File: src/clkgen_pkg.sv
/*
  Constants, field layouts and carrier types for the clock generator
  configuration block.
  Assumes: one 100 MHz clock, register port with one-cycle read latency.
*/
package clkgen_pkg;

  // ****************************************************************
  // Register offsets (indices on the plain register port)
  // ****************************************************************
  localparam logic [2:0] OFS_MODE_CTRL   = 3'h0;
  localparam logic [2:0] OFS_LOOP_CTRL   = 3'h1;
  localparam logic [2:0] OFS_STATUS_ONE  = 3'h2;
  localparam logic [2:0] OFS_STATUS_TWO  = 3'h3;
  localparam logic [2:0] OFS_TRIM        = 3'h4;

  // ****************************************************************
  // Field positions
  // ****************************************************************
  localparam int BIT_HIGH_GAIN    = 7;
  localparam int BIT_RANGE        = 6;
  localparam int BIT_EXT_REF_SEL  = 5;
  localparam int MODE_HI          = 4;
  localparam int MODE_LO          = 3;
  localparam int BIT_OSC_KEEP     = 2;
  localparam int BIT_LOSS_DIS     = 1;
  localparam int BIT_LOCK_RST     = 7;
  localparam int MULT_HI          = 6;
  localparam int MULT_LO          = 4;
  localparam int BIT_CLOCK_RST    = 3;
  localparam int DIV_HI           = 2;
  localparam int DIV_LO           = 0;
  // Status one: flag in bit 0, in-use bit 1, loss-of-clock 2, lock 3,
  // loss-of-lock 4
  localparam int ST_FLAG          = 0;
  localparam int ST_EXT_IN_USE    = 1;
  localparam int ST_CLK_LOSS      = 2;
  localparam int ST_LOCKED        = 3;
  localparam int ST_LOCK_LOSS     = 4;
  localparam int ST_STABLE        = 0;

  // ****************************************************************
  // Reset values and prescale factors
  // ****************************************************************
  localparam logic [7:0] MODE_CTRL_RST = 8'h00;
  localparam logic [7:0] LOOP_CTRL_RST = 8'h00;
  localparam logic [7:0] TRIM_RST      = 8'h80;
  localparam logic [7:0] PRESCALE_HIGH = 8'h01;
  localparam logic [7:0] PRESCALE_LOW  = 8'h40;
  localparam logic [3:0] INT_REF_DIV   = 4'h7;
  localparam logic [4:0] MULT_BASE     = 5'h04;

  // Nominal frequencies in MHz, self-clocked output and its bus clock
  localparam int SCM_OUT_MHZ = 8;
  localparam int SCM_BUS_MHZ = 4;
  // Cycles a mode or multiplier change stays pending
  localparam int SETTLE_NS   = 200;
  localparam int CLK_NS      = 10;
  localparam int SETTLE_CYC  = (SETTLE_NS + CLK_NS - 1) / CLK_NS;

  // ****************************************************************
  // Types
  // ****************************************************************
  typedef enum logic [1:0] {
    MODE_SELF     = 2'b00,
    MODE_ENG_INT  = 2'b01,
    MODE_BYP_EXT  = 2'b10,
    MODE_ENG_EXT  = 2'b11
  } clock_mode_e;

  // Clock configuration that leaves the block toward the analog parts
  typedef struct packed {
    clock_mode_e mode;
    logic [7:0]  prescale;
    logic [4:0]  multiplier;
    logic [7:0]  divisor;
    logic        ref_div7;
    logic        high_gain;
    logic        high_range;
    logic        crystal_req;
    logic        osc_enable;
    logic        loss_det_en;
    logic [7:0]  trim;
  } clock_cfg_s;

  // Loss events and status from the loop and the reference monitor
  typedef struct packed {
    logic lock_loss;
    logic clock_loss;
    logic locked;
    logic ext_in_use;
    logic osc_stable;
  } loop_status_s;

  // Multiplier code to N
  function automatic logic [4:0] mult_of(input logic [2:0] code);
    mult_of = MULT_BASE + {1'b0, code, 1'b0};
  endfunction : mult_of

  // Divisor code to R
  function automatic logic [7:0] div_of(input logic [2:0] code);
    div_of = 8'h01 << code;
  endfunction : div_of

endpackage : clkgen_pkg

File: src/clkgen_events.sv
/*
  Loss-of-lock and loss-of-clock event handling: sticky flag or reset
  request.
  Assumes: event inputs are synchronous levels to clk.
*/
`timescale 1ns/1ps
`default_nettype none
module clkgen_events
  import clkgen_pkg::*;
(
  input  wire logic clk,
  input  wire logic rst,
  input  wire logic lock_loss,
  input  wire logic clock_loss,
  input  wire logic loss_det_en,
  input  wire logic lock_rst_sel,
  input  wire logic clock_rst_sel,
  input  wire logic flag_clear,
  output logic      flag_q,
  output logic      reset_req_q
);

  typedef struct packed {
    logic lock_prev;
    logic clk_prev;
    logic flag;
    logic rreq;
  } ev_state_s;

  ev_state_s s_q;
  ev_state_s s_d;
  logic      lock_ev;
  logic      clk_ev;

  // ****************************************************************
  // Event routing, set wins over clear
  // ****************************************************************
  always_comb
  begin
    lock_ev       = lock_loss & ~s_q.lock_prev;
    clk_ev        = clock_loss & ~s_q.clk_prev & loss_det_en;
    s_d           = s_q;
    s_d.lock_prev = lock_loss;
    s_d.clk_prev  = clock_loss;
    s_d.rreq      = (lock_ev & lock_rst_sel) | (clk_ev & clock_rst_sel);
    if (flag_clear)
      s_d.flag = 1'b0;
    if ((lock_ev && !lock_rst_sel) || (clk_ev && !clock_rst_sel))
      s_d.flag = 1'b1;
  end

  always_ff @(posedge clk or posedge rst)
  begin
    if (rst)
      s_q <= '0;
    else
      s_q <= s_d;
  end

  assign flag_q      = s_q.flag;
  assign reset_req_q = s_q.rreq;
endmodule : clkgen_events
`default_nettype wire

File: src/clkgen_regs.sv
/*
  Register file of the clock generator: control, loop and trim registers
  with write-once bits.
  Assumes: write strobe is a one-cycle pulse, synchronous to clk.
*/
`timescale 1ns/1ps
`default_nettype none
module clkgen_regs
  import clkgen_pkg::*;
(
  input  wire logic       clk,
  input  wire logic       rst,
  input  wire logic       wr_mode,
  input  wire logic       wr_loop,
  input  wire logic       wr_trim,
  input  wire logic [7:0] wdata,
  input  wire logic       busy,
  output logic      [7:0] mode_ctrl_q,
  output logic      [7:0] loop_ctrl_q,
  output logic      [7:0] trim_q,
  output logic            change_q
);

  typedef struct packed {
    logic [7:0] mode;
    logic [7:0] loop;
    logic [7:0] trim;
    logic       once;
    logic       ext_locked_out;
    logic       change;
  } reg_state_s;

  reg_state_s s_q;
  reg_state_s s_d;

  // ****************************************************************
  // Next-state logic
  // ****************************************************************
  always_comb
  begin
    s_d        = s_q;
    s_d.change = 1'b0;
    if (wr_mode)
    begin
      s_d.mode[BIT_HIGH_GAIN] = wdata[BIT_HIGH_GAIN];
      s_d.mode[BIT_OSC_KEEP]  = wdata[BIT_OSC_KEEP];
      s_d.mode[BIT_LOSS_DIS]  = wdata[BIT_LOSS_DIS];
      // Range and reference select take the first write only
      if (!s_q.once)
      begin
        s_d.mode[BIT_RANGE]       = wdata[BIT_RANGE];
        s_d.mode[BIT_EXT_REF_SEL] = wdata[BIT_EXT_REF_SEL];
        s_d.once                  = 1'b1;
        s_d.ext_locked_out        = ~wdata[MODE_HI];
      end
      // Mode field ignored while a change settles; no external pin after a first write of 0X
      if (!busy && !(s_q.ext_locked_out && wdata[MODE_HI]))
      begin
        s_d.mode[MODE_HI:MODE_LO] = wdata[MODE_HI:MODE_LO];
        s_d.change                = 1'b1;
      end
      s_d.mode[0] = 1'b0;
    end
    if (wr_loop)
    begin
      s_d.loop[BIT_LOCK_RST]    = wdata[BIT_LOCK_RST];
      s_d.loop[BIT_CLOCK_RST]   = wdata[BIT_CLOCK_RST];
      s_d.loop[DIV_HI:DIV_LO]   = wdata[DIV_HI:DIV_LO];
      if (!busy)
      begin
        s_d.loop[MULT_HI:MULT_LO] = wdata[MULT_HI:MULT_LO];
        s_d.change                = 1'b1;
      end
    end
    if (wr_trim)
      s_d.trim = wdata;
  end

  // ****************************************************************
  // State register
  // ****************************************************************
  always_ff @(posedge clk or posedge rst)
  begin
    if (rst)
      s_q <= '{mode: MODE_CTRL_RST, loop: LOOP_CTRL_RST, trim: TRIM_RST,
               once: 1'b0, ext_locked_out: 1'b0, change: 1'b0};
    else
      s_q <= s_d;
  end

  assign mode_ctrl_q = s_q.mode;
  assign loop_ctrl_q = s_q.loop;
  assign trim_q      = s_q.trim;
  assign change_q    = s_q.change;
endmodule : clkgen_regs
`default_nettype wire

File: src/clock_generator.sv
/*
  Configuration and mode logic of the on-chip clock generator: register
  port, mode selection, loop factors and event responses.
  Assumes: register port strobes are single-cycle and never together;
  loop status inputs are synchronous to clk.
*/
// Notes on behaviour
// - After reset runs self-clocked, about 8 MHz out, 4 MHz bus.
// - Engaged external: out equals reference times P times N over R.
// - Engaged internal: out equals internal reference over 7, times 64, N, over R.
// - Outside engaged internal, range bit set gives P of 1, clear gives P of 64.
// - Mode code 11 engaged external, 01 engaged internal.
// - Multiplier field sets N; code 011 gives 10.
// - Divisor field sets R; 000 divides by 1, 001 by 2.
// - Lock-loss reset bit clear raises interrupt, not reset.
// - Clock-loss reset bit clear raises interrupt, not reset.
// - Oscillator-keep bit clear turns oscillator off in stop.
// - High-gain bit clear selects low-power oscillator operation.
// - Reference select requests crystal; no effect in engaged internal.
// - Control one bit 0 always reads zero.
// - Status one read-only except clearing the interrupt flag.
// - Status two read-only, reports oscillator stable; software checks it.
// - Trim register adjusts the internal reference oscillator.
// - Range and reference select accept only the first write after reset.
// - Bypassed external mode waits until external reference is in use.
// - Code 00 self-clocked; mode or multiplier writes ignored while pending.
`timescale 1ns/1ps
`default_nettype none
module clock_generator
  import clkgen_pkg::*;
#(
  parameter int SETTLE_CYCLES = SETTLE_CYC
)
(
  input  wire logic         clk,
  input  wire logic         rst,
  input  wire logic [2:0]   addr,
  input  wire logic [7:0]   wdata,
  input  wire logic         wr,
  input  wire logic         rd,
  output logic      [7:0]   rdata,
  input  wire loop_status_s loop_status,
  input  wire logic         stop_mode,
  output var clock_cfg_s    cfg,
  output logic              irq,
  output logic              reset_req
);

  // ****************************************************************
  // Elaboration checks
  // ****************************************************************
  if (SETTLE_CYCLES < 1 || SETTLE_CYCLES > 255)
  begin : g_bad_settle
    $error("SETTLE_CYCLES out of range");
  end

  // All top-level state in one register
  typedef struct packed {
    logic [7:0] rdata;
    clock_cfg_s cfg;
    logic [7:0] pend;
    logic       irq;
    logic       rreq;
  } top_state_s;

  top_state_s s_q;
  top_state_s s_d;

  // Links between decode and sub-blocks
  logic [7:0] mode_ctrl;
  logic [7:0] loop_ctrl;
  logic [7:0] trim;
  logic       change;
  logic       flag;
  logic       rreq_ev;
  logic       busy;
  logic       wr_mode;
  logic       wr_loop;
  logic       wr_trim;
  logic       clr_flag;
  clock_mode_e req_mode;

  // ****************************************************************
  // Write decode
  // ****************************************************************
  always_comb
  begin
    wr_mode  = 1'b0;
    wr_loop  = 1'b0;
    wr_trim  = 1'b0;
    clr_flag = 1'b0;
    if (wr && addr == OFS_MODE_CTRL)
      wr_mode = 1'b1;
    else if (wr && addr == OFS_LOOP_CTRL)
      wr_loop = 1'b1;
    else if (wr && addr == OFS_TRIM)
      wr_trim = 1'b1;
    else if (wr && addr == OFS_STATUS_ONE)
      clr_flag = wdata[ST_FLAG];
  end

  // Taken write blocks the next cycle too
  assign busy = change || (s_q.pend != 8'h00);

  // Write-once and pending rules
  clkgen_regs u_regs (
    .clk         (clk),
    .rst         (rst),
    .wr_mode     (wr_mode),
    .wr_loop     (wr_loop),
    .wr_trim     (wr_trim),
    .wdata       (wdata),
    .busy        (busy),
    .mode_ctrl_q (mode_ctrl),
    .loop_ctrl_q (loop_ctrl),
    .trim_q      (trim),
    .change_q    (change)
  );

  // Sticky flag or reset pulse
  clkgen_events u_events (
    .clk           (clk),
    .rst           (rst),
    .lock_loss     (loop_status.lock_loss),
    .clock_loss    (loop_status.clock_loss),
    .loss_det_en   (~mode_ctrl[BIT_LOSS_DIS]),
    .lock_rst_sel  (loop_ctrl[BIT_LOCK_RST]),
    .clock_rst_sel (loop_ctrl[BIT_CLOCK_RST]),
    .flag_clear    (clr_flag),
    .flag_q        (flag),
    .reset_req_q   (rreq_ev)
  );

  // Mode as asked, before bypass wait
  assign req_mode = clock_mode_e'(mode_ctrl[MODE_HI:MODE_LO]);

  // ****************************************************************
  // Configuration, pending timer and read mux
  // ****************************************************************
  always_comb
  begin
    s_d      = s_q;
    // Flag and reset request registered once
    s_d.irq  = flag;
    s_d.rreq = rreq_ev;
    // A mode or multiplier change stays pending for a settle time
    if (change)
      s_d.pend = 8'(SETTLE_CYCLES);
    else if (s_q.pend != 8'h00)
      s_d.pend = s_q.pend - 8'h01;
    // Bypassed external waits for the external reference
    if (req_mode == MODE_BYP_EXT && !loop_status.ext_in_use)
      s_d.cfg.mode = s_q.cfg.mode;
    else
      s_d.cfg.mode = req_mode;

    // Range and prescale
    s_d.cfg.high_range = mode_ctrl[BIT_RANGE];
    // Engaged internal always uses P of 64 and the divide by 7
    if (s_d.cfg.mode == MODE_ENG_INT)
      s_d.cfg.prescale = PRESCALE_LOW;
    else
      s_d.cfg.prescale = mode_ctrl[BIT_RANGE] ? PRESCALE_HIGH : PRESCALE_LOW;
    s_d.cfg.ref_div7    = (s_d.cfg.mode == MODE_ENG_INT);

    // Factors and oscillator controls
    s_d.cfg.multiplier  = mult_of(loop_ctrl[MULT_HI:MULT_LO]);
    s_d.cfg.divisor     = div_of(loop_ctrl[DIV_HI:DIV_LO]);
    s_d.cfg.high_gain   = mode_ctrl[BIT_HIGH_GAIN];
    s_d.cfg.crystal_req = mode_ctrl[BIT_EXT_REF_SEL] && (s_d.cfg.mode != MODE_ENG_INT);
    s_d.cfg.osc_enable  = !stop_mode || mode_ctrl[BIT_OSC_KEEP];
    s_d.cfg.loss_det_en = ~mode_ctrl[BIT_LOSS_DIS];
    s_d.cfg.trim        = trim;

    // Read data valid in the cycle after the strobe only
    s_d.rdata = 8'h00;
    if (rd && addr == OFS_MODE_CTRL)
      s_d.rdata = {mode_ctrl[7:1], 1'b0};
    else if (rd && addr == OFS_LOOP_CTRL)
      s_d.rdata = loop_ctrl;
    else if (rd && addr == OFS_STATUS_ONE)
    begin
      s_d.rdata[ST_FLAG]       = flag;
      s_d.rdata[ST_EXT_IN_USE] = loop_status.ext_in_use;
      s_d.rdata[ST_CLK_LOSS]   = loop_status.clock_loss;
      s_d.rdata[ST_LOCKED]     = loop_status.locked;
      s_d.rdata[ST_LOCK_LOSS]  = loop_status.lock_loss;
    end
    else if (rd && addr == OFS_STATUS_TWO)
      s_d.rdata[ST_STABLE] = loop_status.osc_stable;
    else if (rd && addr == OFS_TRIM)
      s_d.rdata = trim;
  end

  // ****************************************************************
  // State register
  // ****************************************************************
  always_ff @(posedge clk or posedge rst)
  begin
    if (rst)
    begin
      s_q          <= '0;
      s_q.cfg.mode <= MODE_SELF;
      s_q.cfg.prescale   <= PRESCALE_LOW;
      s_q.cfg.multiplier <= MULT_BASE;
      s_q.cfg.divisor    <= 8'h01;
      s_q.cfg.osc_enable <= 1'b1;
      s_q.cfg.loss_det_en <= 1'b1;
      s_q.cfg.trim       <= TRIM_RST;
    end
    else
      s_q <= s_d;
  end

  // Outputs straight from the register
  assign rdata     = s_q.rdata;
  assign cfg       = s_q.cfg;
  assign irq       = s_q.irq;
  assign reset_req = s_q.rreq;
endmodule : clock_generator
`default_nettype wire

File: config.mk
export PLATFORM = sky130hd
export DESIGN_NAME = clock_generator
export DESIGN_NICKNAME = d
export VERILOG_FILES = /design/src/clkgen_pkg.sv /design/src/clkgen_events.sv /design/src/clkgen_regs.sv /design/src/clock_generator.sv
export SDC_FILE = /design/constraint.sdc
export NUM_CORES = 1
export LEC_CHECK = 0
export ABC_AREA = 1
export BUFFER_PORTS_ARGS = -buffer_cell sky130_fd_sc_hd__buf_2
export CORE_MARGIN = 10
export CORE_UTILIZATION = 60
export CTS_BUF_LIST = sky130_fd_sc_hd__clkbuf_4
export CTS_CLUSTER_DIAMETER = 50
export DETAILED_ROUTE_END_ITERATION = 16
export MAX_ROUTING_LAYER = met4
export PLACE_DENSITY = 0.86
export SYNTH_ARGS = -nofsm -noshare
export SYNTH_HDL_FRONTEND = slang
export SYNTH_SLANG_ARGS = --single-unit
File: constraint.sdc
create_clock -name clk -period 6.8 [get_ports clk]
set_clock_uncertainty 0.1 [all_clocks]
set_input_delay 1.02 -clock clk [delete_from_list [all_inputs] [get_ports clk]]
set_output_delay 1.02 -clock clk [all_outputs]
set_load 0.03 [all_outputs]
==> results of run 1 <==
==> final cells by class <==
class                           instances  area (µm²)  area share, %
Sequential cell                        78        1960           54.3
Multi-Input combinational cell        184         953           26.4
Timing Repair Buffer                   61         308           8.52
Inverter                               42         158           4.36
Tap cell                               72        90.1           2.49
Clock inverter                          5        76.3           2.11
Clock buffer                            9        67.6           1.87
==> cell families after synthesis <==
| family | after synthesis | share of synthesized area, % |
|---|---|---|
| other | 1 | 0.110 |
| DFF | 78 | 57.3 |
| AOI/OAI and AO/OA | 32 | 5.16 |
| adders and majority gates | 3 | 1.10 |
| buffers and inverters | 94 | 15.5 |
| and+or+nand+nor | 142 | 20.8 |
==> layer usage <==
| layer | track usage, % | part of all wire (%) | vias up |
|---|---|---|---|
| met3 | 3.46 | 6.7 | 14 |
| met5 | - | 0 | - |
| met2 | 25.1 | 51 | 81 |
| met4 | 9.09 | 1.9 | 0 |
| li1 | - | - | 1142 |
| met1 | 18.6 | 41 | 1077 |
==> power groups by stage <==
stage / logic [W] / registers, W / clock network (W)
6_report: 0.000289 / 0.000608 / 0.000287
2_1_floorplan: 0.000261 / 0.000602 / 0
3_3_place_gp: 0.000281 / 0.000611 / 0
3_5_place_dp: 0.000291 / 0.000615 / 0
4_1_cts: 0.000292 / 0.000607 / 0.000294
5_1_grt: 0.000326 / 0.000619 / 0.000320
==> sequential cells by signal, indices dropped and copies added (netlist names), 2 cells and up <==
| register | cells |
|---|---|
| rdata | 8 |
| cfg | 30 |
| u_regs.trim_q | 8 |
| s_q | 8 |
| u_regs.loop_ctrl_q | 8 |
| u_regs.mode_ctrl_q | 7 |
| u_events.s_q | 2 |
| u_regs.s_q | 2 |
==> stage by stage <==
| step | hold slack [ns] | setup WS [ns] | total power (W) | util [%] |
|---|---|---|---|---|
| 2_1_floorplan | 0.231 | 3.70 | 0.000863 | - |
| 3_3_place_gp | 0.233 | 4.54 | 0.000892 | 63.0 |
| 3_5_place_dp | 0.242 | 4.47 | 0.000906 | 63.0 |
| 4_1_cts | 0.267 | 4.53 | 0.00119 | 65.6 |
| 5_1_grt | 0.283 | 4.49 | 0.00126 | 65.6 |
| 6_report | 0.263 | 4.55 | 0.00118 | 65.6 |
==> cells in the final DEF, fill, tap and decap left out, types with 2 or more instances in the layout <==
| cell | netlist | routed |
|---|---|---|
| nand3b_1 | 2 | 2 |
| conb_1 | 1 | 7 |
| nand3_1 | 13 | 13 |
| dfstp_2 | 7 | 7 |
| inv_1 | 39 | 38 |
| nor2_4 | 4 | 4 |
| nor2_1 | 14 | 14 |
| nor3_1 | 8 | 8 |
| dfrtp_1 | 71 | 71 |
| inv_2 | 3 | 4 |
| ha_1 | 3 | 3 |
| o21ai_1 | 20 | 20 |
| clkbuf_4 | 0 | 9 |
| o21ai_0 | 4 | 4 |
| bufinv_16 | 0 | 2 |
| nand3_2 | 4 | 4 |
| a21oi_1 | 2 | 2 |
| nor2_2 | 4 | 4 |
| buf_2 | 4 | 60 |
| o211ai_1 | 2 | 2 |
| nand2_1 | 65 | 65 |
| nand4_1 | 26 | 26 |
==> path summary, 6_finish.rpt <==
| check | startpoint | endpoint | slack, ns | cells after the start |
|---|---|---|---|---|
| max | cfg[9]$_DFF_PP1_ | cfg[9] | 4.55 | 1 |
| max in group asynchronous | rst | rdata[3]$_DFF_PP0_ | 5.22 | 3 |
| min | u_events.reset_req_q$_DFF_PP0_ | reset_req$_DFF_PP0_ | 0.26 | 0 |
| max reg2reg | s_q[2]$_DFFE_PP0P_ | s_q[5]$_DFFE_PP0P_ | 5.17 | 7 |
| min reg2reg | u_events.reset_req_q$_DFF_PP0_ | reset_req$_DFF_PP0_ | 0.26 | 0 |
| min in group asynchronous | rst | s_q[6]$_DFFE_PP0P_ | 0.76 | 3 |
==> impl_metrics.csv, run 1 <==
group,metric,value,unit
run_status,status,"complete, no violations",
synthesis,synthArstFlopShare,100,%
critical_path,crit_buf_inv,1,
critical_path,cp-start-kind,"register",
detailed_routing,routedWlPerCell,14.9,µm
synthesis,yosysMostFrequentCell,"dfrtp_1",
clocking,postCtsSetupBuffers,0,
global_routing,grt_max_degree,79,
synthesis,ys.flop_type,"dfrtp_1",
clocking,cts_made_buffers,9,
clocking,clockRootBuffer,"clkbuf_4",
timing,fin_crit,2.25,ns
power_and_ir_drop,p_seq_share,51.4,%
placed_design,dp_cells,437,
synthesis,synth_edf_count,0,
power_and_ir_drop,pwr-share-clk,24.2,%
flow_run,max_cap_violations,0,
placed_design,gp_congestion,0.923,
global_routing,first_global_vias,2288,
floorplanning,start_util,62.1,%
floorplanning,coreArea,0.00551,mm²
floorplanning,fp.dieW,95.5,µm
placed_design,placed_area,0.00347,mm²
critical_path,critPathKind,"reg -> out",
global_routing,antenna_found_initial,0,
placed_design,io_buffers,60,
clocking,numClockSinks,78,
synthesis,synthCells,350,
synthesis,synth_warnings,0,
power_and_ir_drop,switching_power,0.000402,W
power_and_ir_drop,switching_share,33.9,%
placed_design,hpwl,4950,µm
floorplanning,die_h,95.5,µm
floorplanning,fp-row-count,27,
timing,setup-tns-final,0,ns
cells_and_area,fillers,431,
detailed_routing,vias_per_cell,5.13,
clocking,htree_levels,3,
clocking,clk_pin_slew_worst_paths,0.11,ns
timing,rsz0062_at_grt,"false",
floorplanning,io_pins,68,
clocking,cts_tree,"built",
critical_path,cpPeakStageDelay,0.54,ns
cells_and_area,stdcell_count,451,
critical_path,slowest_stage,"dfstp_2",
critical_path,cp-end-kind,"output pin",
cells_and_area,final_nets,400,
detailed_routing,dr.pass1.iters,4,
clocking,cts_hold_buf,0,
floorplanning,dieArea,0.00912,mm²
detailed_routing,wl,6710,µm
cells_and_area,fin_area,0.00361,mm²
clocking,clock_path_buffers,2,
clocking,post_cts_resize_count,0,
critical_path,crit_path_max_fanout,1,
critical_path,path_delay_family,"flip-flops",
hold_path,hold_path_class,"reg -> reg",
synthesis,synth.top_cells.by_count,"71 x dfrtp_1, 65 x nand2_1, 46 x buf_4",
global_routing,grt-ovfl-total,0,
synthesis,synth_area,0.00342,mm²
cells_and_area,drive_gt1_share,26.4,%
synthesis,yosysUniqueCellTypes,29,
synthesis,yosysTopAreaCell,"dfrtp_1",
cells_and_area,insertedDiodeCount,0,
timing,drv_slew,0,
synthesis,ys_ff_latch,78,
detailed_routing,num_vias,2314,
timing,worst_pin_slew,0.921,ns
global_routing,grt_pass1_wl,11000,µm
critical_path,critPathArrivalTime,1.13,ns
synthesis,avgSynthCellArea,9.78,µm²
synthesis,synth_area_leaders,"dfrtp_1 52%, buf_4 10%, nand2_1 7.1%",
detailed_routing,final_antenna_net_count,0,
cells_and_area,area.growth.synth_to_final,5.59,%
timing,hold_viol,0,
timing,max_clock_freq,445,MHz
timing,maxSlewHeadroom,38.6,%
global_routing,track_usage,16.0,%
power_and_ir_drop,p_per_area,327,mW/mm²
synthesis,yosys.area.top_type_share,51.9,%
detailed_routing,drc,0,
timing,setup_viol,0,
power_and_ir_drop,intPower,0.000782,W
clocking,clkLatencyLatePin,0.40,ns
timing,fin_crit_sh,33.0,%
power_and_ir_drop,power.leakage,1.91,nW
detailed_routing,first_iter_violations,127,
critical_path,crit_chain,"buf_2",
power_and_ir_drop,combPwrFrac,24.4,%
critical_path,cp.required,5.68,ns
synthesis,yosysSeqAreaShare,57.3,%
power_and_ir_drop,peakVddDrop,205,µV
No activity file was read; power rests on OpenSTA's default activity.
==> inputs of run 2 (changes only) <==
--- a/config.mk
+++ b/config.mk
@@ -8,12 +8,12 @@
 export ABC_AREA = 1
 export BUFFER_PORTS_ARGS = -buffer_cell sky130_fd_sc_hd__buf_2
 export CORE_MARGIN = 10
-export CORE_UTILIZATION = 60
+export CORE_UTILIZATION = 57
 export CTS_BUF_LIST = sky130_fd_sc_hd__clkbuf_4
 export CTS_CLUSTER_DIAMETER = 50
 export DETAILED_ROUTE_END_ITERATION = 16
 export MAX_ROUTING_LAYER = met4
-export PLACE_DENSITY = 0.86
+export PLACE_DENSITY = 0.82
 export SYNTH_ARGS = -nofsm -noshare
 export SYNTH_HDL_FRONTEND = slang
 export SYNTH_SLANG_ARGS = --single-unit
==> constraint.sdc (replaced) <==
create_clock -name clk -period 2.1 [get_ports clk]
set_clock_uncertainty 0.1 [all_clocks]
set_input_delay 0.315 -clock clk [delete_from_list [all_inputs] [get_ports clk]]
set_output_delay 0.315 -clock clk [all_outputs]
set_load 0.03 [all_outputs]
==> run 2 against run 1 <==
Net effect:
- total power grew to 3.3 times the previous value
- largest cell class unchanged
- clock power rose to 3.5 times the previous value
- count of clock-buffer cells in the layout up 1
- wire length grew 0.94%
- combinational power rose to 3.2 times the previous value
- worst setup slack lost 4.0 ns
- non-clock buffer count increased by 5
- hold slack got worse by 0.23 ns
- core utilization fell by 2.8 points
- die area up 4.1%
==> impl_metrics.csv, run 2 (synthesized netlist as in run 1, its figures left out) <==
group,metric,value,unit
cells_and_area,fillers,484,
cells_and_area,area.growth.synth_to_final,8.04,%
detailed_routing,drc,0,
floorplanning,die_h,97.5,µm
timing,setup-tns-final,0,ns
detailed_routing,num_vias,2315,
placed_design,io_buffers,60,
timing,max_clock_freq,632,MHz
floorplanning,coreArea,0.00589,mm²
clocking,clkLatencyLatePin,0.42,ns
placed_design,gp_congestion,0.934,
detailed_routing,wl_met3,428,µm
cells_and_area,ff_latch_area,0.00196,mm²
power_and_ir_drop,p_per_area,1050,mW/mm²
floorplanning,io_pins,68,
detailed_routing,vias_per_cell,5.02,
clocking,cts_made_buffers,9,
cells_and_area,fin_area,0.00370,mm²
hold_path,hold_path_class,"in -> reg",
detailed_routing,first_iter_violations,122,
power_and_ir_drop,peakVddDrop,546,µV
cells_and_area,final_cell_mix,"71 x dfrtp_1, 65 x nand2_1, 60 x buf_2, 38 x inv_1, 26 x nand4_1",
timing,drv_slew,0,
cells_and_area,top_register,"cfg",
global_routing,grt_pass1_wl,11300,µm
detailed_routing,wl,6780,µm
timing,whs,0.0290,ns
critical_path,critPathKind,"reg -> reg",
detailed_routing,wl_met2,3320,µm
flow_run,max_cap_violations,0,
detailed_routing,final_antenna_net_count,0,
clocking,htree_levels,3,
timing,fin_crit,1.58,ns
global_routing,track_usage,14.9,%
clocking,cts_tree,"built",
timing,rsz0062_at_grt,"false",
clocking,clock_path_buffers,2,
global_routing,grt_max_degree,42,
placed_design,placed_area,0.00350,mm²
timing,hold_viol,0,
critical_path,cp-end-kind,"register",
cells_and_area,final_nets,405,
floorplanning,start_util,58.1,%
power_and_ir_drop,power.leakage,1.94,nW
cells_and_area,drive_gt1_share,26.7,%
timing,setup_viol,0,
detailed_routing,top_layer,"met4",
floorplanning,dieArea,0.00950,mm²
cells_and_area,insertedDiodeCount,0,
detailed_routing,routedWlPerCell,14.7,µm
floorplanning,fp.dieW,97.5,µm
timing,fin_crit_sh,75.3,%
clocking,postCtsSetupBuffers,0,
detailed_routing,wl_met1,2900,µm
floorplanning,fp-row-count,28,
detailed_routing,dr.pass1.iters,4,
run_status,status,"complete, no violations",
cells_and_area,utilization,62.8,%
critical_path,crit_path_max_fanout,8,
placed_design,hpwl,5170,µm
clocking,clockRootBuffer,"clkbuf_4",
critical_path,critPathArrivalTime,1.79,ns
clocking,numClockSinks,78,
global_routing,grt-ovfl-total,0,
critical_path,cp-start-kind,"register",
cells_and_area,largest_reg_flops,30,
cells_and_area,layout_commonest_cell,"dfrtp_1",
power_and_ir_drop,finalPower,0.00390,W
cells_and_area,multi_input_area,953,µm²
global_routing,first_global_vias,2299,
critical_path,cp.required,2.31,ns
clocking,clk_pin_slew_worst_paths,0.12,ns
global_routing,antenna_found_initial,0,
run 2: final cells by class:
cell class	count	area share, %
Clock buffer	10	2.03
Clock inverter	6	2.30
Inverter	42	4.37
Multi-Input combinational cell	184	25.8
Sequential cell	78	53.0
Tap cell	75	2.54
Timing Repair Buffer	66	9.95
run 2: power breakdown:
part	internal, W	total [W]	leakage, nW	switching, W
Clock	0.000495	0.000995	0.0844	0.000501
Sequential	0.00178	0.00197	0.960	0.000185
Combinational	0.000291	0.000935	0.895	0.000643
Total	0.00257	0.00390	1.94	0.00133
run 2: timing repair:
item                                   in CTS  in global routing
gates resized for setup                     0                  0
hold buffers                                4                  0
endpoints found under the hold margin      18                  0
run 2: per-stage QoR:
step	setup slack (ns)	cells
CTS	0.517	461
detailed placement	0.499	441
finish	0.519	461
global route	0.420	461
floorplan	0.719	356
global placement	0.543	441
run 2: per-layer routing:
layer | track usage [%] | up-vias
li1 | - | 1148
met3 | 4.69 | 11
met2 | 23.5 | 66
met1 | 17.2 | 1090
met5 | - | -
met4 | 6.15 | 0
run 2: path summary, 6_finish.rpt:
| kind | startpoint | end | slack (ns) | depth (start not counted) |
|---|---|---|---|---|
| worst min register to register | u_events.reset_req_q$_DFF_PP0_ | reset_req$_DFF_PP0_ | 0.26 | 0 |
| min in group asynchronous | rst | s_q[6]$_DFFE_PP0P_ | 0.33 | 3 |
| worst max-delay path | s_q[2]$_DFFE_PP0P_ | s_q[5]$_DFFE_PP0P_ | 0.52 | 7 |
| worst max register to register | s_q[2]$_DFFE_PP0P_ | s_q[5]$_DFFE_PP0P_ | 0.52 | 7 |
| worst min-delay path | loop_status[2] | rdata[3]$_DFF_PP0_ | 0.03 | 3 |
| max in group asynchronous | rst | cfg[14]$_DFF_PP1_ | 0.92 | 4 |
run 2: critical path: stages, from the launching register on:
cell,delay (ns)
dfrtp_1,0.41
inv_1,0.16
ha_1,0.17
nand2_1,0.08
nor2_4,0.22
nand2_2,0.16
inv_2,0.13
nor2_1,0.05
==> inputs of run 3 (changes only) <==
==> constraint.sdc (replaced) <==
create_clock -name clk -period 1.57 [get_ports clk]
set_clock_uncertainty 0.1 [all_clocks]
set_input_delay 0.2355 -clock clk [delete_from_list [all_inputs] [get_ports clk]]
set_output_delay 0.2355 -clock clk [all_outputs]
set_load 0.03 [all_outputs]
==> run 3 against run 2 <==
Net effect:
- count of clock-buffer cells in the layout unchanged
- wire length increased by 3.7%
- first-iteration DRC count decreased by 6.6%
- combinational power increased by 41%
- global-route usage increased by 0.31 points
- sequential power increased by 34%
- critical path depth decreased by 6
- via count increased by 4.7%
- sequential share of layout area decreased by 1.8 points
- flip-flop and latch count unchanged
- critical path type is now reg -> out
- highest routed layer unchanged
==> impl_metrics.csv, run 3 (synthesized netlist as in run 1, its figures left out) <==
group,metric,value,unit
global_routing,track_usage,15.2,%
floorplanning,fp.dieW,97.5,µm
critical_path,cpPeakStageDelay,0.54,ns
global_routing,use_met2,24.6,%
critical_path,slowest_stage,"dfstp_2",
floorplanning,fp-row-count,28,
timing,fin_crit,1.47,ns
global_routing,antenna_found_initial,0,
floorplanning,coreArea,0.00589,mm²
cells_and_area,final_cell_mix,"71 x dfrtp_1, 65 x nand2_1, 60 x buf_2, 38 x inv_1, 26 x nand4_1",
detailed_routing,final_antenna_net_count,0,
critical_path,crit_path_max_fanout,1,
detailed_routing,num_vias,2424,
cells_and_area,largest_reg_flops,30,
placed_design,hpwl,5030,µm
hold_path,holdPathEnd,"u_regs.mode_ctrl_q[4]$_DFFE_PP0P_",
clocking,clockRootBuffer,"clkbuf_4",
clocking,numClockSinks,78,
detailed_routing,vias_per_cell,5.07,
timing,rsz0062_at_grt,"false",
hold_path,whs_path_depth,3,
timing,fin_crit_sh,93.9,%
cells_and_area,layout_commonest_cell,"dfrtp_1",
hold_path,min_from,"wdata[4]",
clocking,htree_levels,3,
critical_path,reg2reg_from,"s_q[4]$_DFFE_PP0P_",
hold_path,hold_path_class,"in -> reg",
placed_design,io_buffers,60,
cells_and_area,drive_gt1_share,27.5,%
timing,hold_viol,0,
cells_and_area,final_nets,422,
critical_path,crit_chain,"buf_2",
global_routing,grt_pass1_wl,11600,µm
placed_design,placed_area,0.00354,mm²
run_status,status,"complete, no violations",
detailed_routing,routedWlPerCell,14.7,µm
clocking,clkLatencyLatePin,0.41,ns
floorplanning,die_h,97.5,µm
critical_path,worstReg2RegEnd,"s_q[7]$_DFFE_PP0P_",
timing,setup_viol,0,
timing,setup-tns-final,0,ns
detailed_routing,wl,7020,µm
power_and_ir_drop,p_per_area,1340,mW/mm²
placed_design,gp_congestion,0.855,
cells_and_area,fillers,473,
global_routing,grtUsageMet1,16.7,%
clocking,cts_tree,"built",
power_and_ir_drop,power.leakage,2.00,nW
global_routing,grt_max_degree,79,
global_routing,grt-ovfl-total,0,
floorplanning,io_pins,68,
power_and_ir_drop,finalPower,0.00512,W
global_routing,busiest_layer,"met2",
cells_and_area,fin_area,0.00382,mm²
timing,max_clock_freq,678,MHz
critical_path,worstRegToRegCells,6,
cells_and_area,area.growth.synth_to_final,11.8,%
timing,drv_slew,0,
clocking,post_cts_resize_count,0,
global_routing,first_global_vias,2431,
critical_path,reg2reg_slack,0.13,ns
flow_run,max_cap_violations,0,
critical_path,cp.required,1.23,ns
critical_path,crit_buf_inv,1,
detailed_routing,drc,0,
critical_path,critPathKind,"reg -> out",
critical_path,critPathArrivalTime,1.14,ns
clocking,cts_made_buffers,9,
clocking,clock_path_buffers,2,
floorplanning,start_util,58.1,%
global_routing,grt_use_met3,4.69,%
clocking,clk_pin_slew_worst_paths,0.13,ns
floorplanning,dieArea,0.00950,mm²
timing,whs,0.0295,ns
critical_path,cp-end-kind,"output pin",
power_and_ir_drop,peakVddDrop,925,µV
critical_path,cp-start-kind,"register",
cells_and_area,insertedDiodeCount,0,
cells_and_area,top_register,"cfg",
detailed_routing,first_iter_violations,114,
critical_path,cp.depth,1,
critical_path,path_delay_family,"flip-flops",
detailed_routing,dr.pass1.iters,4,
==> run 3: cell count changes in the layout (fill, tap and decap cells not counted) <==
| cell | before | now |
|---|---|---|
| clkinvlp_4 | 2 | 3 |
| clkinv_4 | 0 | 1 |
| dlygate4sd3_1 | 4 | 13 |
| inv_6 | 1 | 0 |
| buf_4 | 1 | 9 |
| bufinv_16 | 2 | 1 |
==> run 3: metal layers <==
layer | wire length [µm] | up-vias | part of all wire, %
met3 | 488 | 20 | 6.9
met2 | 3540 | 82 | 50
met5 | 0 | - | 0
met1 | 2820 | 1143 | 40
li1 | - | 1179 | -
met4 | 176 | 0 | 2.5
==> run 3: final cells by class <==
| class | count | area, µm² | area share [%] |
|---|---|---|---|
| Tap cell | 75 | 93.8 | 2.45 |
| Clock buffer | 10 | 75.1 | 1.96 |
| Timing Repair Buffer | 83 | 518 | 13.5 |
| Sequential cell | 78 | 1960 | 51.3 |
| Inverter | 42 | 161 | 4.22 |
| Multi-Input combinational cell | 184 | 953 | 24.9 |
| Clock inverter | 6 | 62.6 | 1.64 |
==> run 3: power breakdown <==
part	total [W]	internal [W]	switching, W
Sequential	0.00263	0.00238	0.000251
Clock	0.00117	0.000498	0.000675
Combinational	0.00132	0.000430	0.000886
Total	0.00512	0.00331	0.00181
==> run 3: how the worst max path moves through the flow <==
stage	startpoint	end	slack, ns
after CTS	cfg[9]$_DFF_PP1_	cfg[9]	0.07
after floorplan	s_q[2]$_DFFE_PP0P_	s_q[4]$_DFFE_PP0P_	0.19
after detailed placement	s_q[3]$_DFFE_PP0P_	s_q[4]$_DFFE_PP0P_	0.1
after global placement	s_q[3]$_DFFE_PP0P_	s_q[8]$_DFFE_PP0P_	0.16
final	cfg[9]$_DFF_PP1_	cfg[9]	0.1
after global routing	s_q[3]$_DFFE_PP0P_	s_q[4]$_DFFE_PP0P_	0.02
==> run 3: worst min-delay path, cell delays in order <==
cell	delay (ns)
buf_2	0.13
nand4_1	0.10
nand2_1	0.05
==> run 3: repair_timing <==
| item | in CTS | in global routing |
|---|---|---|
| endpoints found under the setup margin | 0 | 8 |
| hold endpoints to repair | 93 | 0 |
| hold buffers | 13 | 0 |
| setup buffers | 0 | 2 |
==> run 3: metrics by stage <==
stage,cells,worst slack [ns],util (%)
after detailed placement,447,0.0956,60.2
final,478,0.0960,65.0
after CTS,476,0.0725,64.7
after floorplan,356,0.189,-
after global routing,478,0.0236,65.0
after global placement,447,0.162,60.2
